`src/hvsu_pkg.sv`:
```
// Purpose: shared constants and types for the step-up converter control block
// Assumes: 10 MHz system clock, 8-bit register data
// Notes: register addresses are the microcontroller-side word addresses
package hvsu_pkg;
  localparam logic [15:0] HVSU_ADDR_VOUT = 16'ha088;
  localparam logic [15:0] HVSU_ADDR_CTRL = 16'ha089;
  // output-voltage register layout
  localparam int HVSU_VOUT_LSB = 0;
  localparam int HVSU_VOUT_MSB = 4;
  localparam int HVSU_LEN_BIT = 7;
  localparam logic [4:0] HVSU_VOUT_RST = 5'h13;
  localparam logic [7:0] HVSU_VOUT_REG_RST = 8'h13;
  // control register layout
  localparam int HVSU_FSEL_BIT = 1;
  localparam int HVSU_ILIM_LSB = 2;
  localparam int HVSU_ILIM_MSB = 3;
  localparam int HVSU_OUTPUT_OK_FLAG_BIT = 5;
  localparam logic [7:0] HVSU_CTRL_RST = 8'h0e;
  localparam logic [7:0] HVSU_CTRL_WMASK = 8'hdf;
  // soft-start current-limited interval
  localparam int HVSU_CLK_HZ = 10_000_000;
  localparam int HVSU_SS_US = 500;
  localparam int HVSU_SS_CYC = HVSU_SS_US * (HVSU_CLK_HZ / 1_000_000);
  localparam logic [12:0] HVSU_SS_LAST = 13'(HVSU_SS_CYC - 1);
  typedef enum logic [1:0] {HVSU_OFF, HVSU_SOFT, HVSU_RUN} hvsu_state_e;
endpackage

```
`src/hvsu_seq_if.sv`:
```
// Purpose: carries enable and status between register bank and sequencer
// Assumes: single clock domain
// Notes: none
`timescale 1ns/10ps
`default_nettype none
interface hvsu_seq_if;
  logic run_req;
  logic running;
  logic soft_start;
  modport bank (output run_req, input running, input soft_start);
  modport seq (input run_req, output running, output soft_start);
endinterface
`default_nettype wire

```
`src/hvsu_seq.sv`:
```
// Purpose: on/off and soft-start sequencer for the step-up converter
// Assumes: run request already combines both enables; reset acts through i_rstn
// Notes: restart of the request reopens the soft-start interval
`timescale 1ns/10ps
`default_nettype none
module hvsu_seq
  import hvsu_pkg::*;
(
  // clock and reset
  input wire logic i_clk,
  input wire logic i_rstn,
  input wire logic i_ce,
  // link to register bank
  hvsu_seq_if.seq sq
);
  typedef struct packed {
    hvsu_state_e state;
    logic [12:0] cnt;
  } hvsu_seq_s;
  hvsu_seq_s r;
  hvsu_seq_s next_r;

  always_comb begin
    next_r = r;
    unique case (r.state)
      HVSU_OFF: begin
        next_r.cnt = 13'h0000;
        if (sq.run_req) begin
          next_r.state = HVSU_SOFT;
        end
      end
      HVSU_SOFT: begin
        if (!sq.run_req) begin
          next_r.state = HVSU_OFF;
        end else if (r.cnt == HVSU_SS_LAST) begin
          next_r.state = HVSU_RUN;
        end else begin
          next_r.cnt = r.cnt + 13'h0001;
        end
      end
      HVSU_RUN: begin
        if (!sq.run_req) begin
          next_r.state = HVSU_OFF;
        end
      end
    endcase
  end

  always_ff @(posedge i_clk or negedge i_rstn) begin
    if (!i_rstn) begin
      r <= '{state: HVSU_OFF, cnt: 13'h0000};
    end else if (i_ce) begin
      r <= next_r;
    end
  end

  assign sq.running = (r.state != HVSU_OFF);
  assign sq.soft_start = (r.state == HVSU_SOFT);
endmodule
`default_nettype wire

```
`src/hvsu_ctrl.sv`:
```
// Purpose: register bank and enable logic of the on-chip 5 V step-up converter
// Assumes: simple synchronous register port, i_rstn is the internal power-on reset
// Notes: analog power stage sits outside; this block drives its settings
//
// Overview of operation
// control bit 1 selects 1.0 MHz when set, 0.5 MHz clear; resets set
// bits 3:2 pick 25/50/75/100 percent peak limit; reset value 11
// bit 5 reads power-good status, read-only, zero at reset
// converter runs only out of reset with global and local enables high
// power-on reset disables and loads defaults; disabling alone keeps settings
// defaults: local enable off, 5.0 V, 100 percent limit, 1 MHz
// raising global enable alone after reset does not start the converter
// software writes the voltage code together with every local enable change
// setting local enable starts soft-start ending at programmed voltage
// peak inductor current is restricted for first 500 us of soft-start
// voltage code may be changed while the converter runs
// voltage code may be changed during soft-start
// software uses global enable only for deep shutdown, local for on/off
// cycle-by-cycle current limit in normal run, lost when output below input
// voltage code bits 4:0 give code times 0.05 V plus 4.05 V
// local enable at bit 7 defaults zero; voltage code defaults 10011
// reserved control bits store writes harmlessly; power-good writes ignored
`timescale 1ns/10ps
`default_nettype none
module hvsu_ctrl
  import hvsu_pkg::*;
(
  // clock, reset, enable
  input wire logic i_clk,
  input wire logic i_rstn,
  input wire logic i_ce,
  // register port
  input wire logic [15:0] i_addr,
  input wire logic i_wr,
  input wire logic i_rd,
  input wire logic [7:0] i_wdata,
  output logic [7:0] o_rdata,
  // system-level enable
  input wire logic i_global_en,
  // analog status
  input wire logic i_output_ok_flag,
  input wire logic i_vout_below_vin,
  // settings to the power stage
  output logic o_enable,
  output logic o_freq_high,
  output logic [1:0] o_peak_limit_code,
  output logic [4:0] o_vout_code,
  output logic o_soft_start,
  output logic o_cycle_limit_en
);
  typedef struct packed {
    logic [7:0] vout_reg;
    logic [7:0] ctrl_reg;
    logic gen_s1;
    logic gen_s2;
    logic ok_s1;
    logic ok_s2;
    logic low_s1;
    logic low_s2;
    logic [7:0] rdata;
    logic enable;
    logic freq_high;
    logic [1:0] peak_limit_code;
    logic [4:0] vout_code;
    logic soft_start;
    logic cycle_limit_en;
  } hvsu_ctrl_s;

  hvsu_ctrl_s r;
  hvsu_ctrl_s next_r;
  hvsu_seq_if sq_if ();

  // ---------------------------------------------------------------
  // sequencer
  // ---------------------------------------------------------------
  hvsu_seq u_seq (
    .i_clk(i_clk),
    .i_rstn(i_rstn),
    .i_ce(i_ce),
    .sq(sq_if.seq)
  );

  // reset already holds the sequencer off, so only enables gate here
  assign sq_if.run_req = r.gen_s2 && r.vout_reg[HVSU_LEN_BIT];

  // ---------------------------------------------------------------
  // next state
  // ---------------------------------------------------------------
  always_comb begin
    next_r = r;
    // pins are asynchronous to i_clk: two stages each
    next_r.gen_s1 = i_global_en;
    next_r.gen_s2 = r.gen_s1;
    next_r.ok_s1 = i_output_ok_flag;
    next_r.ok_s2 = r.ok_s1;
    next_r.low_s1 = i_vout_below_vin;
    next_r.low_s2 = r.low_s1;
    // status bit mirrors synchronised power-good
    next_r.ctrl_reg[HVSU_OUTPUT_OK_FLAG_BIT] = r.ok_s2;
    if (i_wr && (i_addr == HVSU_ADDR_VOUT)) begin
      // accepted in any sequencer state, no disable needed
      next_r.vout_reg = i_wdata;
    end
    if (i_wr && (i_addr == HVSU_ADDR_CTRL)) begin
      next_r.ctrl_reg = (i_wdata & HVSU_CTRL_WMASK) |
                        (next_r.ctrl_reg & ~HVSU_CTRL_WMASK);
    end
    if (i_rd) begin
      unique case (i_addr)
        HVSU_ADDR_VOUT: next_r.rdata = r.vout_reg;
        HVSU_ADDR_CTRL: next_r.rdata = r.ctrl_reg;
        default: next_r.rdata = 8'h00;
      endcase
    end
    next_r.enable = sq_if.running;
    next_r.freq_high = r.ctrl_reg[HVSU_FSEL_BIT];
    next_r.peak_limit_code = r.ctrl_reg[HVSU_ILIM_MSB:HVSU_ILIM_LSB];
    next_r.vout_code = r.vout_reg[HVSU_VOUT_MSB:HVSU_VOUT_LSB];
    next_r.soft_start = sq_if.soft_start;
    // limiting cannot act once the output sits below the input
    next_r.cycle_limit_en = sq_if.running && !r.low_s2;
  end

  // ---------------------------------------------------------------
  // state register
  // ---------------------------------------------------------------
  always_ff @(posedge i_clk or negedge i_rstn) begin
    if (!i_rstn) begin
      // defaults load only here, never on a plain disable
      r <= '0;
      r.vout_reg <= HVSU_VOUT_REG_RST;
      r.ctrl_reg <= HVSU_CTRL_RST;
      r.freq_high <= HVSU_CTRL_RST[HVSU_FSEL_BIT];
      r.peak_limit_code <= HVSU_CTRL_RST[HVSU_ILIM_MSB:HVSU_ILIM_LSB];
      r.vout_code <= HVSU_VOUT_RST;
    end else if (i_ce) begin
      r <= next_r;
    end
  end

  assign o_rdata = r.rdata;
  assign o_enable = r.enable;
  assign o_freq_high = r.freq_high;
  assign o_peak_limit_code = r.peak_limit_code;
  assign o_vout_code = r.vout_code;
  assign o_soft_start = r.soft_start;
  assign o_cycle_limit_en = r.cycle_limit_en;
endmodule
`default_nettype wire

```
`config.mk`:
```
export PLATFORM = sky130hd
export DESIGN_NAME = hvsu_ctrl
export DESIGN_NICKNAME = d
export VERILOG_FILES = /design/src/hvsu_pkg.sv /design/src/hvsu_seq_if.sv /design/src/hvsu_seq.sv /design/src/hvsu_ctrl.sv
export SDC_FILE = /design/constraint.sdc
export NUM_CORES = 1
export LEC_CHECK = 0
export ABC_CLOCK_PERIOD_IN_PS = 2400
export BUFFER_PORTS_ARGS = -buffer_cell sky130_fd_sc_hd__buf_4
export CORE_ASPECT_RATIO = 1.75
export CORE_MARGIN = 10
export CORE_UTILIZATION = 52
export CTS_CLUSTER_DIAMETER = 30
export DETAILED_ROUTE_END_ITERATION = 7
export PLACE_DENSITY_LB_ADDON = 0.12
export SKIP_CTS_REPAIR_TIMING = 1
export SYNTH_ARGS = -nofsm -noshare
export SYNTH_HDL_FRONTEND = slang
export SYNTH_SLANG_ARGS = --single-unit
```
`constraint.sdc`:
```
create_clock -name i_clk -period 2.4 [get_ports i_clk]
set_input_delay 0.48 -clock i_clk [delete_from_list [all_inputs] [get_ports i_clk]]
set_output_delay 0.48 -clock i_clk [all_outputs]
set_load 0.02 [all_outputs]
```
# After elaboration in Yosys (flattened, before gate mapping)
# Index checks and enable logic that the tools add are counted.
# word_totals
register_bits	56
input_bits	32
# op_classes
addsub	1
eq_ne	10
n_reduce_logical	13
bitwise	1
mux	10
# op_table
operator	count
16-bit == test (second input constant)	2
13-bit 2-to-1 mux	2
13-bit one-hot mux with 2 select lines	1
8-bit one-hot mux with 2 select lines	1
13-bit by 1-bit adder with 13-bit output (second input constant)	1
13-bit == test (second input constant)	1
2-bit 2-to-1 mux	4
8-bit by 6-bit OR with 8-bit output	1
4-bit AND reduction	2
6-bit 2-to-1 mux	1
2-bit one-hot mux with 3 select lines	1
2-bit AND reduction	3
1-bit logical AND	4
2-bit by 1-bit inequality test with 1-bit output (second input constant)	2
2-bit inequality test (second input constant)	2
2-bit nonzero test	2
3-bit inequality test (second input constant)	1
2-bit by 1-bit == test with 1-bit output (second input constant)	1
2-bit == test (second input constant)	1
2-bit zero test	1
1-bit zero test	1

# Longest topological paths before layout
# Gate-level depths: netlist (run 1).
# depth
word_depth	4
depth_mapped	7
ltp_nobuf	6

# Hierarchy
# Synthesis (run 1) repeated with hierarchy kept, for this count alone.
# hier_totals
cells_unflattened	240
hier_area_um2	2827.7
# modules_own_cells
module	cells_each	area_each_um2	instances
hvsu_ctrl	131	1814.2	1
hvsu_seq	109	1013.5	1

# Worst setup path after synthesis (run 1)
# No wires, ideal clock.
# synth_path
path_type	reg-to-reg
start	reg u_seq.r[14] (netlist bit)
end	reg u_seq.r[0] (netlist bit)
setup_slack_ns	0.408
arrival_ns	1.867
period_less_slack_ns	1.992
n_path_buf	1
stages_incl_launch_ff	8
path_cell_list	dfrtp_1 > inv_1 > ha_1 > clkbuf_1 > nand3_1 > a21bo_2 > a21oi_1 > mux2_2
# synth_rtl
element	line	text
start, declared	hvsu_seq.sv:20	hvsu_seq_s r;
start signal, assigned	hvsu_seq.sv:51	r <= '{state: HVSU_OFF, cnt: 13'h0000};
start signal, assigned	hvsu_seq.sv:53	r <= next_r;

==> flow_metrics.env, run 1 <==
export IMPL_status="completed"
export IMPL_cts_max_level=2
export IMPL_timing_reg2reg_worst_path_depth=7
export IMPL_regToRegSetupSlack_ns=0.43
export IMPL_ys_top_cells_by_area="sky130_fd_sc_hd__dfrtp_1 (40%), sky130_fd_sc_hd__mux2_2 (13%), sky130_fd_sc_hd__dfstp_2 (12%), sky130_fd_sc_hd__buf_4 (4.1%), sky130_fd_sc_hd__mux2i_1 (4.0%)"
export IMPL_drt_first_iter_violations=161
export IMPL_power_density_cell_area_nw_per_um2=671
export IMPL_final_setup_tns_ns=0
export IMPL_die_width_um=74.9
export IMPL_synth_compound_area_frac=0.0854
export IMPL_finClkSkew_ns=0.0160
export IMPL_syn_nets=272
export IMPL_clk_latency_ns=0.31
export IMPL_grt_start_max_net_pins=57
export IMPL_design_core_area_um2=5060
export IMPL_drive_gt1_frac=0.401
export IMPL_crit_arrival_ns=2.17
export IMPL_p_leak_uw=0.00149
export IMPL_path_class="flop to flop"
export IMPL_netlist_top_cells_count="sky130_fd_sc_hd__dfrtp_1 (44), sky130_fd_sc_hd__mux2_2 (32), sky130_fd_sc_hd__nand2_1 (22), sky130_fd_sc_hd__buf_4 (15), sky130_fd_sc_hd__dfstp_2 (12)"
export IMPL_tritoncts="built"
export IMPL_drt_first_pass_iters=4
export IMPL_area_growth_syn_to_layout_pct=15.4
export IMPL_timing_critical_path_fanout_max=8
export IMPL_post_synth_inst_count=236
export IMPL_layout_min_cycle_time_ns=1.97
export IMPL_cts_sink_count=56
export IMPL_multiplexer_share_of_the_synthesized_area=0.172
export IMPL_number_of_enable_type_register_cells_in_the_synthesized_netlist=0
export IMPL_yosysTopAreaCell="sky130_fd_sc_hd__dfrtp_1"
export IMPL_grt_overflow_total=0
export IMPL_antenna_found_initial=0
export IMPL_worst_ir_drop_vdd_mv=0.503
export IMPL_die_area_um2=8680
export IMPL_max_cap_violations=0
export IMPL_synthesis_yosys_warnings=0
export IMPL_flip_flop_cell_with_the_highest_count_after_synthesis="sky130_fd_sc_hd__dfrtp_1"
export IMPL_yosys_cell_count_top_type="sky130_fd_sc_hd__dfrtp_1"
export IMPL_grt_pass1_vias=2047
export IMPL_fill_cells=462
export IMPL_std_cell_rows=34
export IMPL_post_synth_instance_area_um2=2740
export IMPL_timing_critical_path_from_type="flop"
export IMPL_count_of_pins_on_the_block_boundary=51
export IMPL_finalCritPeriodShare=0.820
export IMPL_initial_cell_density_of_the_core=0.541
export IMPL_route_antenna_remaining_nets=0
export IMPL_share_of_synthesized_cell_area_in_full_adder_half_adder_and_majority_cells=0.0183
export IMPL_final_seq_area_um2=1420
export IMPL_place_hpwl_um=4410
export IMPL_yosysSeqAreaShare=0.517
export IMPL_ys_ff_latch=56
export IMPL_crit_reg2reg_launch="u_seq.r[14]$_DFFE_PN0P_"
export IMPL_clk_pin_slew_ns=0.10
export IMPL_clockBufferDepth=2
export IMPL_synthSimpleGateAreaFrac=0.146
export IMPL_port_buffers=50
export IMPL_worst_pin_slew_ns=0.695
export IMPL_maxClockFrequency_ghz=0.508
export IMPL_cp_startpoint="u_seq.r[14]$_DFFE_PN0P_"
export IMPL_cts_buffers=5
export IMPL_count_of_pins_over_their_slew_limit=0
export IMPL_grt_setup_unrepaired="no"
export IMPL_timing_final_setup_violations=0
export IMPL_grt_pass1_wl_um=9780
export IMPL_capturing_element_type_of_the_critical_path="flop"
export IMPL_clock_tree_root_cell="sky130_fd_sc_hd__clkbuf_8"
export IMPL_number_of_distinct_standard_cells_referenced_by_the_synthesized_netlist=46
export IMPL_multi_input_comb_area_um2=1150
export IMPL_gpl_final_weighted_congestion=0.928
export IMPL_timing_max_slew_rel_slack=0.537
export IMPL_finalHoldViolCount=0
export IMPL_largest_family_of_logic_cells_by_synthesized_area="multiplexers"
export IMPL_dieHeight_um=116
export IMPL_cp_data_required_time_ns=2.60
export IMPL_routed_via_density=5.84
export IMPL_antennaDiodeCount=0
export IMPL_reg2reg_to="u_seq.r[6]$_DFFE_PN0P_"
export IMPL_hold_path_class="primary input to async pin"
export IMPL_route_final_wire_length_um=5860
export IMPL_final_nets=312
export IMPL_drc=0
export IMPL_synth_xor_xnor_area_share=0
export IMPL_route_detailed_wl_per_inst_um=17.7
export IMPL_crit_end="u_seq.r[6]$_DFFE_PN0P_"
export IMPL_layout_core_utilization=0.625
export IMPL_globalRouteTotalUtil=0.146
export IMPL_synth_top_cell_area_share=0.402
export IMPL_vias=1934
export IMPL_async_flop_share=1.00
export IMPL_per_instance_average_area_after_synthesis_um2=11.6
[stage by stage]
stage	area (um2)	total power, uW	setup WS [ns]	instances	hold WS, ns
after detailed placement	3080	1650	0.282	323	0.452
final	3160	2120	0.433	331	0.194
after global placement	3080	1640	0.310	323	0.436
after floorplan	2740	1450	0.408	236	0.184
after global routing	3160	2260	0.363	331	0.244
after CTS	3160	2150	0.430	331	0.228
[logic make-up (layout without fill, tap and decap cells)]
logic type               after synthesis  after routing
flip-flops                            56             56
AO/OA/AOI/OAI                         35             35
multiplexers                          43             43
AND/OR/NAND/NOR                       69             69
buffers and inverters                 29             70
adder cells (fa/ha/maj)                4              4
[cells in the final DEF (no fill, tap or decap), drive strengths merged, types with 4 or more instances in the layout]
cell type,instances
a21oi,4
buf,56
clkbuf,8
dfrtp,44
dfstp,12
ha,4
inv,6
mux2,32
mux2i,11
nand2,22
nand2b,4
nand3,7
nand4,6
nor2,5
nor3,4
nor4,5
o21ai,12
[area by class of cell]
class / count / area share
clock buffers: 8 / 0.0253
flip-flops and latches: 56 / 0.448
inverters: 6 / 0.00712
multi-input cells: 151 / 0.365
repair buffers: 56 / 0.133
well taps: 54 / 0.0214
[worst min-delay path by stage]
| stage | cells past startpoint | end | startpoint |
|---|---|---|---|
| global route | 1 | u_seq.r[9]$_DFFE_PN0P_ | i_rstn |
| floorplan | 0 | next_r[19]$_DFFE_PN0P_ | i_rstn |
| finish | 1 | u_seq.r[9]$_DFFE_PN0P_ | i_rstn |
| detailed placement | 1 | o_cycle_limit_en$_DFFE_PN0P_ | r[19]$_DFFE_PN0P_ |
| global placement | 1 | o_cycle_limit_en$_DFFE_PN0P_ | r[19]$_DFFE_PN0P_ |
| CTS | 1 | u_seq.r[9]$_DFFE_PN0P_ | i_rstn |
[flip-flops by register name, summed over array words and instances, names as in the netlist]
signal	flops
next_r	11
o_cycle_limit_en	1
o_enable	1
o_freq_high	1
o_peak_limit_code	2
o_rdata	8
o_soft_start	1
o_vout_code	5
r	11
u_seq.r	15
[per-layer routing]
metal / vias to the layer above / track usage / routed length (um)
met5: - / 0 / 0
met4: 0 / 0.0622 / 97
met1: 954 / 0.156 / 2210
met3: 7 / 0.0479 / 413
li1: 919 / - / -
met2: 54 / 0.253 / 3140
[where the power goes]
group / switching (uW) / leakage (uW) / total [uW] / internal (uW)
Sequential: 74.7 / 0.000699 / 1110 / 1030
Clock: 287 / 0.0000395 / 495 / 208
Combinational: 267 / 0.000752 / 521 / 253
[critical path: stages (launching register included)]
cell and delay, ns:
sky130_fd_sc_hd__dfrtp_1 0.37, sky130_fd_sc_hd__inv_1 0.06, sky130_fd_sc_hd__ha_1 0.21, sky130_fd_sc_hd__buf_4 0.17, sky130_fd_sc_hd__nand2b_1 0.18, sky130_fd_sc_hd__a21bo_2 0.26
sky130_fd_sc_hd__a21o_1 0.23, sky130_fd_sc_hd__a221o_1 0.37
Power figures use the tool's default switching activity.
==> inputs of run 2 (changes only) <==
--- a/config.mk
+++ b/config.mk
@@ -5,11 +5,11 @@
 export SDC_FILE = /design/constraint.sdc
 export NUM_CORES = 1
 export LEC_CHECK = 0
-export ABC_CLOCK_PERIOD_IN_PS = 2400
+export ABC_CLOCK_PERIOD_IN_PS = 1700
 export BUFFER_PORTS_ARGS = -buffer_cell sky130_fd_sc_hd__buf_4
 export CORE_ASPECT_RATIO = 1.75
 export CORE_MARGIN = 10
-export CORE_UTILIZATION = 52
+export CORE_UTILIZATION = 50
 export CTS_CLUSTER_DIAMETER = 30
 export DETAILED_ROUTE_END_ITERATION = 7
 export PLACE_DENSITY_LB_ADDON = 0.12
==> constraint.sdc (replaced) <==
create_clock -name i_clk -period 1.7 [get_ports i_clk]
set_input_delay 0.34 -clock i_clk [delete_from_list [all_inputs] [get_ports i_clk]]
set_output_delay 0.34 -clock i_clk [all_outputs]
set_load 0.02 [all_outputs]
==> run 2 against run 1 <==
Against the previous run:
- the flow now finishes with violations (negative setup slack)
- routed wire length is 7.1% higher
- fmax up 6.8%
- power grew 60%
- final cell count up 15%
- sequential cell count did not move
- die area grew 3.1%
- worst setup slack got worse by 0.57 ns
- clock power is 57% higher
- via count rose by 5.4%
- first-iteration DRC count is 36% lower
==> flow_metrics.env, run 2 (synthesized netlist as in run 1, its figures left out) <==
export IMPL_status="finished, violations left"
export IMPL_violations="negative setup slack"
export IMPL_grt_pass1_wl_um=10300
export IMPL_final_nets=341
export IMPL_power_density_cell_area_nw_per_um2=956
export IMPL_globalRouteTotalUtil=0.138
export IMPL_cts_buffers=5
export IMPL_route_detailed_wl_per_inst_um=16.5
export IMPL_max_cap_violations=0
export IMPL_holdWs_ns=0.0663
export IMPL_crit_arrival_ns=2.11
export IMPL_drt_first_pass_iters=4
export IMPL_worstPathCellList="or4b_4 -> or4_4 -> nor4b_4 -> a21o_1"
export IMPL_crit_buf_inv=0
export IMPL_tritoncts="built"
export IMPL_maxClockFrequency_ghz=0.543
export IMPL_initial_cell_density_of_the_core=0.517
export IMPL_area_growth_syn_to_layout_pct=29.8
export IMPL_drc=0
export IMPL_hold_path_class="primary input to async pin"
export IMPL_grt_setup_unrepaired="yes"
export IMPL_capturing_element_type_of_the_critical_path="flop"
export IMPL_grt_pass1_vias=2198
export IMPL_gpl_final_weighted_congestion=0.962
export IMPL_critical_path_top_delay_family="simple AND/OR/NAND/NOR gates"
export IMPL_most_common_cell_after_layout_fill_and_taps_aside="sky130_fd_sc_hd__buf_4"
export IMPL_design_power_total_uw=3400
export IMPL_layout_common_cells="sky130_fd_sc_hd__buf_4 (83), sky130_fd_sc_hd__dfrtp_1 (44), sky130_fd_sc_hd__mux2_2 (32), sky130_fd_sc_hd__nand2_1 (21), sky130_fd_sc_hd__dfstp_2 (12)"
export IMPL_worst_ir_drop_vdd_mv=0.642
export IMPL_place_hpwl_um=4710
export IMPL_std_cell_rows=35
export IMPL_worst_pin_slew_ns=0.698
export IMPL_dieHeight_um=118
export IMPL_design_core_area_um2=5300
export IMPL_finalCritPeriodShare=1.08
export IMPL_timing_max_slew_rel_slack=0.534
export IMPL_critPathMaxStageDelay_ns=0.56
export IMPL_port_buffers=50
export IMPL_clk_pin_slew_ns=0.11
export IMPL_antennaDiodeCount=0
export IMPL_drive_gt1_frac=0.510
export IMPL_grt_start_max_net_pins=57
export IMPL_count_of_pins_on_the_block_boundary=51
export IMPL_die_area_um2=8950
export IMPL_die_width_um=75.9
export IMPL_clk_latency_ns=0.31
export IMPL_largest_register_ff_count=15
export IMPL_cts_max_level=2
export IMPL_timing_critical_path_fanout_max=4
export IMPL_routed_via_density=5.36
export IMPL_route_antenna_remaining_nets=0
export IMPL_layout_min_cycle_time_ns=1.84
export IMPL_vias=2038
export IMPL_clock_tree_root_cell="sky130_fd_sc_hd__clkbuf_8"
export IMPL_cp_data_required_time_ns=1.96
export IMPL_grt_overflow_total=0
export IMPL_timing_final_setup_violations=9
export IMPL_timing_critical_path_from_type="flop"
export IMPL_cts_sink_count=56
export IMPL_drt_first_iter_violations=103
export IMPL_finClkSkew_ns=0.00860
export IMPL_path_class="flop to flop"
export IMPL_critical_path_slowest_cell="sky130_fd_sc_hd__or4b_4"
export IMPL_finalHoldViolCount=0
export IMPL_route_final_wire_length_um=6270
export IMPL_worst_slack_ns=-0.142
export IMPL_clockBufferDepth=2
export IMPL_largest_reg_by_ff_count="u_seq.r"
export IMPL_antenna_found_initial=0
export IMPL_p_leak_uw=0.00167
export IMPL_count_of_pins_over_their_slew_limit=0
run 2: worst reg2reg max path, cell delays in order (launching register included):
cell and delay [ns]:
sky130_fd_sc_hd__dfrtp_1 0.39, sky130_fd_sc_hd__or4b_4 0.56, sky130_fd_sc_hd__or4_4 0.48, sky130_fd_sc_hd__nor4b_4 0.26, sky130_fd_sc_hd__a21o_1 0.10
run 2: power breakdown:
part,internal (uW),total [uW],switching (uW)
logic,571,1070,500
registers,1460,1550,90.5
clock network,305,779,474
run 2: per-stage QoR:
step | utilization | setup slack [ns] | std cells | area [um2] | setup TNS, ns
after floorplan | - | -0.0939 | 236 | 2760 | -0.271
after global placement | 0.627 | -0.127 | 371 | 3320 | -2.28
after detailed placement | 0.627 | -0.169 | 371 | 3320 | -3.19
after CTS | 0.645 | -0.144 | 379 | 3420 | -1.46
after global routing | 0.671 | -0.214 | 380 | 3560 | -1.19
final | 0.671 | -0.142 | 380 | 3560 | -0.446
run 2: cell type report:
| class | count | area, um2 |
|---|---|---|
| Clock inverter | 3 | 26.3 |
| Inverter | 6 | 22.5 |
| Timing Repair Buffer | 85 | 646 |
| Multi-Input combinational cell | 151 | 1280 |
| Sequential cell | 56 | 1420 |
| Clock buffer | 5 | 68.8 |
| Tap cell | 74 | 92.6 |
| Fill cell | 430 | 1740 |
run 2: routing by layer:
metal	vias to the layer above	routed length (um)	global-route usage
met2	48	3490	0.261
met1	997	2410	0.140
met3	11	296	0.0382
li1	982	-	-
met4	0	81	0.0393
met5	-	0	0
run 2: worst paths after layout:
check                                        start                            to  slack, ns  cells past startpoint
setup / recovery           u_seq.r[10]$_DFFE_PN0P_       u_seq.r[14]$_DFFE_PN0P_      -0.14                      4
setup reg to reg           u_seq.r[10]$_DFFE_PN0P_       u_seq.r[14]$_DFFE_PN0P_      -0.14                      4
min in group i_clk                     i_global_en        next_r[23]$_DFFE_PN0P_       0.25                      2
hold / removal                              i_rstn        u_seq.r[2]$_DFFE_PN0P_       0.07                      1
hold reg to reg                  r[19]$_DFFE_PN0P_  o_cycle_limit_en$_DFFE_PN0P_       0.46                      1
max in group asynchronous                   i_rstn    o_vout_code[2]$_DFFE_PN0P_       1.17                      1
